File: config.mk
export PLATFORM = sky130hd
export DESIGN_NAME = mgmt_irq_router
export DESIGN_NICKNAME = d
export VERILOG_FILES = /design/src/verilog/mgmt_irq_pkg.sv /design/src/verilog/mgmt_irq_router.sv
export SDC_FILE = /design/constraint.sdc
export NUM_CORES = 1
export LEC_CHECK = 0
export BUFFER_PORTS_ARGS = -buffer_cell sky130_fd_sc_hd__buf_2
export CORE_AREA = 2 2 128 130
export DETAILED_ROUTE_END_ITERATION = 6
export DIE_AREA = 0 0 130 132
export MAX_ROUTING_LAYER = met4
export PLACE_DENSITY_LB_ADDON = 0.08
export SETUP_SLACK_MARGIN = 0.1
export SYNTH_ARGS = -nofsm -noshare
export SYNTH_HDL_FRONTEND = slang
export SYNTH_SLANG_ARGS = --single-unit
File: constraint.sdc
create_clock -name ref_clk -period 2.6 [get_ports ref_clk]
set_input_delay 0.13 -clock ref_clk [delete_from_list [all_inputs] [get_ports ref_clk]]
set_output_delay 0.13 -clock ref_clk [all_outputs]
set_load 0.05 [all_outputs]
File: src/verilog/mgmt_irq_pkg.sv
// Register map, field positions and timing constants of the management interrupt router
package mgmt_irq_pkg;
    localparam logic [7:0] ENABLE_FIRST_IDX = 8'hB4;
    localparam logic [7:0] ENABLE_SECOND_IDX = 8'hB5;
    localparam logic [7:0] STATUS_FIRST_IDX = 8'hB6;
    localparam logic [7:0] STATUS_SECOND_IDX = 8'hB7;
    localparam logic [7:0] DELAY_SETTING_IDX = 8'hB8;
    localparam logic [7:0] HOST_STATUS_IDX = 8'hB9;
    localparam logic [7:0] HOST_MASK_IDX = 8'hBA;
    localparam logic [7:0] REG_RESET = 8'h00;
    // Second enable register fields
    localparam int KBC_ROUTE_BIT = 4;
    localparam int SERIAL_BUS_BIT = 5;
    localparam int ALARM2_EN_BIT = 6;
    localparam int PIN_DRIVE_BIT = 7;
    // Second status register fields
    localparam int INFRARED_BIT = 2;
    localparam int BUTTON_BIT = 3;
    localparam int ALARM2_BIT = 6;
    localparam logic [7:0] STATUS2_LEVEL_MASK = 8'h33;
    localparam logic [7:0] STATUS2_WRITABLE = 8'h40;
    localparam logic [7:0] DELAY_FIELD_MASK = 8'h3F;
    localparam int DELAY_WIDTH = 6;
    // Host interrupt status fields
    localparam int HOST_GROUP_BIT = 0;
    localparam int HOST_ALARM2_BIT = 1;
    localparam int HOST_INFRARED_BIT = 2;
    localparam int HOST_BUTTON_BIT = 3;
    localparam int HOST_WIDTH = 4;
    // Delay timing: one step is 500 ms, measured in 1 ms ticks
    localparam int CLK_HZ = 200_000_000;
    localparam int TICK_MS = 1;
    localparam int TICK_CYCLES = CLK_HZ / 1000 * TICK_MS;
    localparam int STEP_MS = 500;
    localparam int STEP_TICKS = STEP_MS / TICK_MS;
endpackage

File: src/verilog/mgmt_irq_router.sv
// Management interrupt routing, status, soft-power Delay 2 timer and APB register slave
//
// Decided for this implementation: register access over APB.
`timescale 1ns/100ps
module mgmt_irq_router #(
    parameter int TICK_CYCLES = mgmt_irq_pkg::TICK_CYCLES,
    parameter int STEP_TICKS = mgmt_irq_pkg::STEP_TICKS
) (
    input wire logic ref_clk,
    input wire logic sys_rst,
    input wire logic psel,
    input wire logic penable,
    input wire logic pwrite,
    input wire logic [31:0] paddr,
    input wire logic [31:0] pwdata,
    input wire logic [3:0] pstrb,
    output logic [31:0] prdata,
    output logic pready,
    output logic pslverr,
    input wire logic [7:0] first_group_irq,
    input wire logic mouse_irq,
    input wire logic kbd_irq,
    input wire logic infrared_rx,
    input wire logic kbc_port1_bit2,
    input wire logic serial_bus_irq,
    input wire logic alarm2_event,
    input wire logic delay_start,
    output logic delay_done,
    output logic mgmt_irq_n_out,
    output logic mgmt_irq_n_oe_n,
    output logic host_irq
);
    // ------------------------------------------------------------
    // Input synchronisers
    // ------------------------------------------------------------
    logic [13:0] sync1_q;
    logic [13:0] sync2_q;
    logic ir_prev_q;
    logic alarm_meta_q;
    logic alarm_sync_q;
    // Alarm has its own two stages below, so it is not part of this bundle
    wire [13:0] raw_in = {delay_start, serial_bus_irq, kbc_port1_bit2,
                          infrared_rx, kbd_irq, mouse_irq, first_group_irq};
    wire [7:0] first_src = sync2_q[7:0];
    wire mouse_s = sync2_q[8];
    wire kbd_s = sync2_q[9];
    wire ir_s = sync2_q[10];
    wire kbc_s = sync2_q[11];
    wire sbus_s = sync2_q[12];
    wire start_s = sync2_q[13];

    always_ff @(posedge ref_clk)
    begin
        if (sys_rst)
        begin
            sync1_q <= '0;
            sync2_q <= '0;
            ir_prev_q <= 1'b0;
        end
        else
        begin
            sync1_q <= raw_in;
            sync2_q <= sync1_q;
            ir_prev_q <= ir_s;
        end
    end

    // Alarm and start arrive as pulses or levels; catch rising edges after sync
    logic alarm_prev_q;
    logic start_prev_q;
    // ------------------------------------------------------------
    // APB decode
    // ------------------------------------------------------------
    wire [7:0] idx = paddr[9:2];
    wire access = psel & penable;
    wire wr = access & pwrite;
    wire rd = access & ~pwrite;
    wire lane0 = pstrb[0];
    wire hit_en1 = idx == mgmt_irq_pkg::ENABLE_FIRST_IDX;
    wire hit_en2 = idx == mgmt_irq_pkg::ENABLE_SECOND_IDX;
    wire hit_st1 = idx == mgmt_irq_pkg::STATUS_FIRST_IDX;
    wire hit_st2 = idx == mgmt_irq_pkg::STATUS_SECOND_IDX;
    wire hit_dly = idx == mgmt_irq_pkg::DELAY_SETTING_IDX;
    wire hit_hst = idx == mgmt_irq_pkg::HOST_STATUS_IDX;
    wire hit_hmk = idx == mgmt_irq_pkg::HOST_MASK_IDX;
    wire hit_any = hit_en1 | hit_en2 | hit_st1 | hit_st2 | hit_dly | hit_hst | hit_hmk;
    wire aligned = paddr[1:0] == 2'b00 && paddr[31:10] == '0;
    wire mapped = hit_any & aligned;

    // ------------------------------------------------------------
    // Registers
    // ------------------------------------------------------------
    logic [7:0] enable_first_q;
    logic [7:0] smi_enable_second_q;
    logic [7:0] soft_power_delay_setting_q;
    logic [7:0] status2_sticky_q;
    logic [mgmt_irq_pkg::HOST_WIDTH-1:0] host_status_q;
    logic [mgmt_irq_pkg::HOST_WIDTH-1:0] host_mask_q;

    wire en_wr1 = wr & mapped & lane0 & hit_en1;
    wire en_wr2 = wr & mapped & lane0 & hit_en2;
    wire dly_wr = wr & mapped & lane0 & hit_dly;
    wire st2_wr = wr & mapped & lane0 & hit_st2;
    wire st2_rd = rd & mapped & hit_st2;
    wire hst_wr = wr & mapped & lane0 & hit_hst;
    wire hmk_wr = wr & mapped & lane0 & hit_hmk;

    always_ff @(posedge ref_clk)
    begin
        if (sys_rst)
        begin
            enable_first_q <= mgmt_irq_pkg::REG_RESET;
            smi_enable_second_q <= mgmt_irq_pkg::REG_RESET;
            soft_power_delay_setting_q <= mgmt_irq_pkg::REG_RESET;
            host_mask_q <= '0;
            alarm_prev_q <= 1'b0;
            start_prev_q <= 1'b0;
        end
        else
        begin
            if (en_wr1)
                enable_first_q <= pwdata[7:0];
            if (en_wr2)
                smi_enable_second_q <= pwdata[7:0];
            if (dly_wr)
                soft_power_delay_setting_q <= pwdata[7:0] & mgmt_irq_pkg::DELAY_FIELD_MASK;
            if (hmk_wr)
                host_mask_q <= pwdata[mgmt_irq_pkg::HOST_WIDTH-1:0];
            alarm_prev_q <= alarm_sync_q;
            start_prev_q <= start_s;
        end
    end

    // Alarm event synchroniser
    always_ff @(posedge ref_clk)
    begin
        if (sys_rst)
        begin
            alarm_meta_q <= 1'b0;
            alarm_sync_q <= 1'b0;
        end
        else
        begin
            alarm_meta_q <= alarm2_event;
            alarm_sync_q <= alarm_meta_q;
        end
    end

    wire ir_edge = ir_s ^ ir_prev_q;
    wire alarm_rise = alarm_sync_q & ~alarm_prev_q;
    wire start_rise = start_s & ~start_prev_q;

    // ------------------------------------------------------------
    // Sticky status bits: setting wins over clearing
    // ------------------------------------------------------------
    wire [7:0] status2_set = {1'b0, alarm_rise, 2'b00, start_rise, ir_edge, 2'b00};
    wire [7:0] status2_rd_clr = st2_rd ? 8'h0C : 8'h00;
    wire [7:0] status2_wr_clr = st2_wr ? (pwdata[7:0] & mgmt_irq_pkg::STATUS2_WRITABLE) : 8'h00;
    wire [7:0] status2_clr = status2_rd_clr | status2_wr_clr;

    always_ff @(posedge ref_clk)
    begin
        if (sys_rst)
            status2_sticky_q <= mgmt_irq_pkg::REG_RESET;
        else
            status2_sticky_q <= (status2_sticky_q & ~status2_clr) | status2_set;
    end

    wire [7:0] smi_status_first = first_src;
    wire [7:0] status2_level = {2'b00, sbus_s, kbc_s, 2'b00, kbd_s, mouse_s}
                               & mgmt_irq_pkg::STATUS2_LEVEL_MASK;
    wire [7:0] smi_status_second = status2_level | status2_sticky_q;

    // ------------------------------------------------------------
    // Group interrupt and pin
    // ------------------------------------------------------------
    wire [7:0] en2_gate = {1'b0, smi_enable_second_q[6:0]};
    wire first_hit = |(smi_status_first & enable_first_q);
    wire second_hit = |(smi_status_second & en2_gate);
    wire group_irq = first_hit | second_hit;
    wire pin_drive = smi_enable_second_q[mgmt_irq_pkg::PIN_DRIVE_BIT];

    // ------------------------------------------------------------
    // Delay 2 timer
    // ------------------------------------------------------------
    // Timer starts late by at most a few cycles and runs one extra 500 ms step, setting plus one steps in all
    logic [31:0] cyc_q;
    localparam int DELAY_STEPS_W = mgmt_irq_pkg::DELAY_WIDTH + 1;
    logic [31:0] tick_q;
    logic [DELAY_STEPS_W-1:0] step_q;
    logic busy_q;
    wire [DELAY_STEPS_W-1:0] target =
        {1'b0, soft_power_delay_setting_q[mgmt_irq_pkg::DELAY_WIDTH-1:0]}
        + DELAY_STEPS_W'(1);
    wire tick = cyc_q == 32'(TICK_CYCLES - 1);
    wire step_end = tick && tick_q == 32'(STEP_TICKS - 1);
    wire last_step = step_q == target - DELAY_STEPS_W'(1);

    always_ff @(posedge ref_clk)
    begin
        if (sys_rst || start_rise)
        begin
            cyc_q <= '0;
            tick_q <= '0;
            step_q <= '0;
            busy_q <= start_rise;
        end
        else if (busy_q)
        begin
            cyc_q <= tick ? 32'd0 : cyc_q + 32'd1;
            if (tick)
                tick_q <= step_end ? 32'd0 : tick_q + 32'd1;
            if (step_end)
                step_q <= step_q + DELAY_STEPS_W'(1);
            if (step_end && last_step)
                busy_q <= 1'b0;
        end
    end

    // ------------------------------------------------------------
    // Outputs
    // ------------------------------------------------------------
    wire [mgmt_irq_pkg::HOST_WIDTH-1:0] host_set = {start_rise, ir_edge, alarm_rise, group_irq};
    wire [mgmt_irq_pkg::HOST_WIDTH-1:0] host_clr =
        hst_wr ? pwdata[mgmt_irq_pkg::HOST_WIDTH-1:0] : '0;
    wire [7:0] host_rd = {{(8-mgmt_irq_pkg::HOST_WIDTH){1'b0}}, host_status_q};
    wire [7:0] host_mk = {{(8-mgmt_irq_pkg::HOST_WIDTH){1'b0}}, host_mask_q};
    wire [7:0] rd_byte = hit_en1 ? enable_first_q :
                         hit_en2 ? smi_enable_second_q :
                         hit_st1 ? smi_status_first :
                         hit_st2 ? smi_status_second :
                         hit_dly ? soft_power_delay_setting_q :
                         hit_hst ? host_rd : host_mk;

    always_ff @(posedge ref_clk)
    begin
        if (sys_rst)
        begin
            host_status_q <= '0;
            host_irq <= 1'b0;
            mgmt_irq_n_out <= 1'b1;
            mgmt_irq_n_oe_n <= 1'b1;
            delay_done <= 1'b0;
            prdata <= '0;
            pready <= 1'b0;
            pslverr <= 1'b0;
        end
        else
        begin
            host_status_q <= (host_status_q & ~host_clr) | host_set;
            host_irq <= |(host_status_q & host_mask_q);
            mgmt_irq_n_out <= ~group_irq;
            mgmt_irq_n_oe_n <= ~pin_drive;
            delay_done <= busy_q & step_end & last_step;
            pready <= psel & ~penable;
            pslverr <= psel & ~penable & ~mapped;
            prdata <= (psel & ~penable & ~pwrite & mapped) ? {24'h0, rd_byte} : 32'h0;
        end
    end
endmodule

==> impl_metrics.py <==
metrics = {
    "run_status": {
        "status": "finished clean",
    },
    "timing": {
        "holdWs_ps": 12.4,
        "setup_repair_after_global_routing_missed_its_margin": "true",
        "setup-violations-final": 0,
        "max-slew-margin-rel_pct": 30.8,
        "fin_crit_sh_pct": 93.4,
        "maxClockFrequency_ghz": 0.412,
        "timing.clock.skew_ps": 14.0,
        "fin_crit_ps": 2430,
        "drv_slew": 0,
        "tightest_slew_ps": 1030,
        "timing_hold_violations_final": 0,
        "fin_setup_tns_ps": 0,
    },
    "logic_synthesis": {
        "synth-edff-count": 0,
        "synthSimpleGateAreaFrac_pct": 30.1,
        "unique_masters_post_synth": 51,
        "synth_ff_type": "sky130_fd_sc_hd__dfxtp_1",
        "synth.area.mux_share_pct": 4.68,
        "synth_top_family_by_area": "simple AND/OR/NAND/NOR gates",
        "share_of_the_synthesized_netlist_area_taken_by_xor_and_xnor_gates_pct": 6.75,
        "yosys_warnings": 0,
        "ys_ff_latch": 152,
        "syn-instance-count": 791,
        "ys_seq_area_share_pct": 43.4,
        "synth_area_um2": 7010,
        "synth_area_per_cell_um2": 8.86,
        "post_synth_fa_ha_maj_area_fraction_pct": 0.535,
        "synth_compound_gate_area_share_pct": 9.55,
        "ys_async_sr_fraction_pct": 0,
    },
    "global_route": {
        "grt_start_max_net_pins": 46,
        "grt_most_used_layer": "met2",
        "grt.total_usage_pct": 21.7,
        "grt_first_pass_wirelength_um": 28900,
        "met1_demand_to_capacity_share_in_global_routing_pct": 30.0,
        "grtUsageMet2_pct": 32.1,
        "met3_routing_resource_usage_after_global_routing_pct": 4.42,
        "via_count_of_the_first_global_routing_pass": 5819,
        "grt.overflow.total": 0,
        "antenna_found_initial": 0,
    },
    "critical_path": {
        "worst_path_max_delay_cell": "sky130_fd_sc_hd__or4_4",
        "critical_path_at_ps": 2790,
        "startpoint_type": "flip-flop",
        "critPathCaptureType": "flip-flop",
        "path_max_fanout": 6,
        "timing.critical_path.required_ps": 2960,
        "critPathKind": "flip-flop to flip-flop",
        "crit_chain": "ha_1 > nor4b_2 > nand3_2 > or4_4 > or4_1 > a21oi_1",
        "top_delay_family_on_crit_path": "simple AND/OR/NAND/NOR gates",
        "worst_path_largest_cell_delay_ps": 620,
        "timing.critical_path.buf_inv": 0,
    },
    "detailed_routing": {
        "viasPerCell": 5.48,
        "route.antenna.remaining_nets": 0,
        "drt_first_pass_iters": 5,
        "drt_iter0_markers": 416,
        "avgRoutedWirePerCell_um": 15.8,
        "dr_total_vias": 6175,
        "drt_drc_violations_left": 0,
        "routed_wl_um": 17800,
    },
    "floorplanning": {
        "rows": 46,
        "dieWidth_um": 130,
        "initial_utilization_pct": 44.6,
        "die-area_um2": 17200,
        "num_io_pins": 126,
        "die_h_um": 132,
        "floorplan.core_area_um2": 15700,
    },
    "cts": {
        "clkSlewWorstSetupHoldPaths_ps": 70,
        "cts_setup_buffers": 0,
        "cts_tree": "done",
        "cts-htree-levels": 4,
        "inserted_clock_buffers": 17,
        "cts.path.max_buffers": 2,
        "clock_sink_count": 152,
        "worstSkewPairLatency_ps": 440,
        "cts.root.buffer_cell": "sky130_fd_sc_hd__clkbuf_16",
    },
    "final_layout": {
        "antenna_cells_inserted": 0,
        "layout.nets": 988,
        "layout_commonest_cell": "sky130_fd_sc_hd__dfxtp_1",
        "most_frequent_cells_in_the_layout": "152 x sky130_fd_sc_hd__dfxtp_1, 99 x sky130_fd_sc_hd__nor2_1, 74 x sky130_fd_sc_hd__buf_2",
        "layout_cell_share_with_drive_strength_beyond_1_pct": 16.5,
        "syn2layout_area_growth_pct": 21.7,
    },
    "placement": {
        "detailed_placer_s_ending_hpwl_um": 12300,
        "routabilityCongestion": 0.935,
        "port_buffers": 74,
    },
    "pwr": {
        "ir_drop_mv": 0.545,
        "total_leakage_power_nw": 3.06,
        "power_per_cell_area_nw_per_um2": 624,
    },
    "flow_run": {
        "cap_viol_max_count": 0,
    },
    "worst_hold_path": {
        "hold_path.class": "input pin to flip-flop",
    },
}
## synthesized netlist by cell type (all sizes together) (2+ instances only)
cell	count	area [um^2]
nor2	99	372
mux4	3	67.6
a31oi	4	25.0
a21oi	40	200
nor2b	37	231
or3	6	37.5
nand4b	2	17.5
nand2	43	161
a22oi	9	67.6
nor4b	8	85.1
mux2i	26	260
xor2	21	184
nor4	37	283
clkbuf	26	97.6
ha	3	37.5
inv	10	37.5
dfxtp	152	3040
o31ai	16	120
nand4	31	209
nand2b	11	68.8
and4	10	87.6
o221ai	3	26.3
a211oi	3	22.5
nand3	40	200
a311oi	6	52.6
o21ai	20	100
buf	31	214
or4	20	154
xnor2	33	289
or2	2	12.5
nor3	18	90.1
and3	9	56.3
## area by class of cell
| type | count | area, um^2 |
|---|---|---|
| multi-input cells | 597 | 3760 |
| inverters | 10 | 37.5 |
| flip-flops and latches | 152 | 3040 |
| repair buffers | 119 | 773 |
| fillers | 1457 | 7180 |
| well taps | 216 | 270 |
| clock buffers | 17 | 425 |
| clock inverters | 15 | 223 |
## sequential cells by signal, indices dropped and copies added, names as in the netlist, 4 cells and up
signal and cells:
cyc_q 32, enable_first_q 8, host_mask_q 4, host_status_q 4, prdata 8, smi_enable_second_q 8, soft_power_delay_setting_q 6, step_q 7
sync1_q 14, sync2_q 14, tick_q 32
## metrics by stage
stage	std cells	util, %	power [mW]	area [um^2]	setup WS [ps]
2_1_floorplan	814	-	2.65	7100	309
3_3_place_gp	1071	48.5	2.71	7630	14.9
3_5_place_dp	1071	48.5	2.72	7630	86.4
4_1_cts	1124	54.0	5.37	8480	122
5_1_grt	1126	54.3	5.51	8530	32.5
6_report	1126	54.3	5.32	8530	173
## worst paths after layout
check,from,to,slack [ps],cells past startpoint
worst max register to register,cyc_q[0],tick_q[30],170,6
worst min register to register,smi_enable_second_q[7],mgmt_irq_n_oe_n,410,1
worst min-delay path,sys_rst,alarm_prev_q,10,2
worst max-delay path,cyc_q[0],tick_q[30],170,6
## kinds of logic (layout without fill, tap and decap cells)
| family | after synthesis | count (layout) |
|---|---|---|
| AO/OA/AOI/OAI | 107 | 107 |
| XOR/XNOR | 54 | 54 |
| adder cells (fa/ha/maj) | 3 | 3 |
| buffers and inverters | 67 | 161 |
| flip-flops | 152 | 152 |
| multiplexers | 29 | 29 |
| other | 1 | 24 |
| AND/OR/NAND/NOR | 378 | 380 |
## layer usage
metal	vias to the layer above	part of all wire (%)
li1	3043	-
met3	19	5.3
met2	182	46
met1	2931	48
met4	0	0.91
met5	-	0
## where the power goes
part           internal (mW)  switching [mW]  total, mW
Combinational          0.106           0.202      0.308
Sequential              2.36          0.0214       2.38
Clock                   1.42            1.22       2.63
## what timing repair did
item,CTS,global route
hold buffers,21,0
hold endpoints to repair,24,0
endpoints found under the setup margin,0,16
gates resized for setup,0,6
Power figures use the tool's default switching activity.
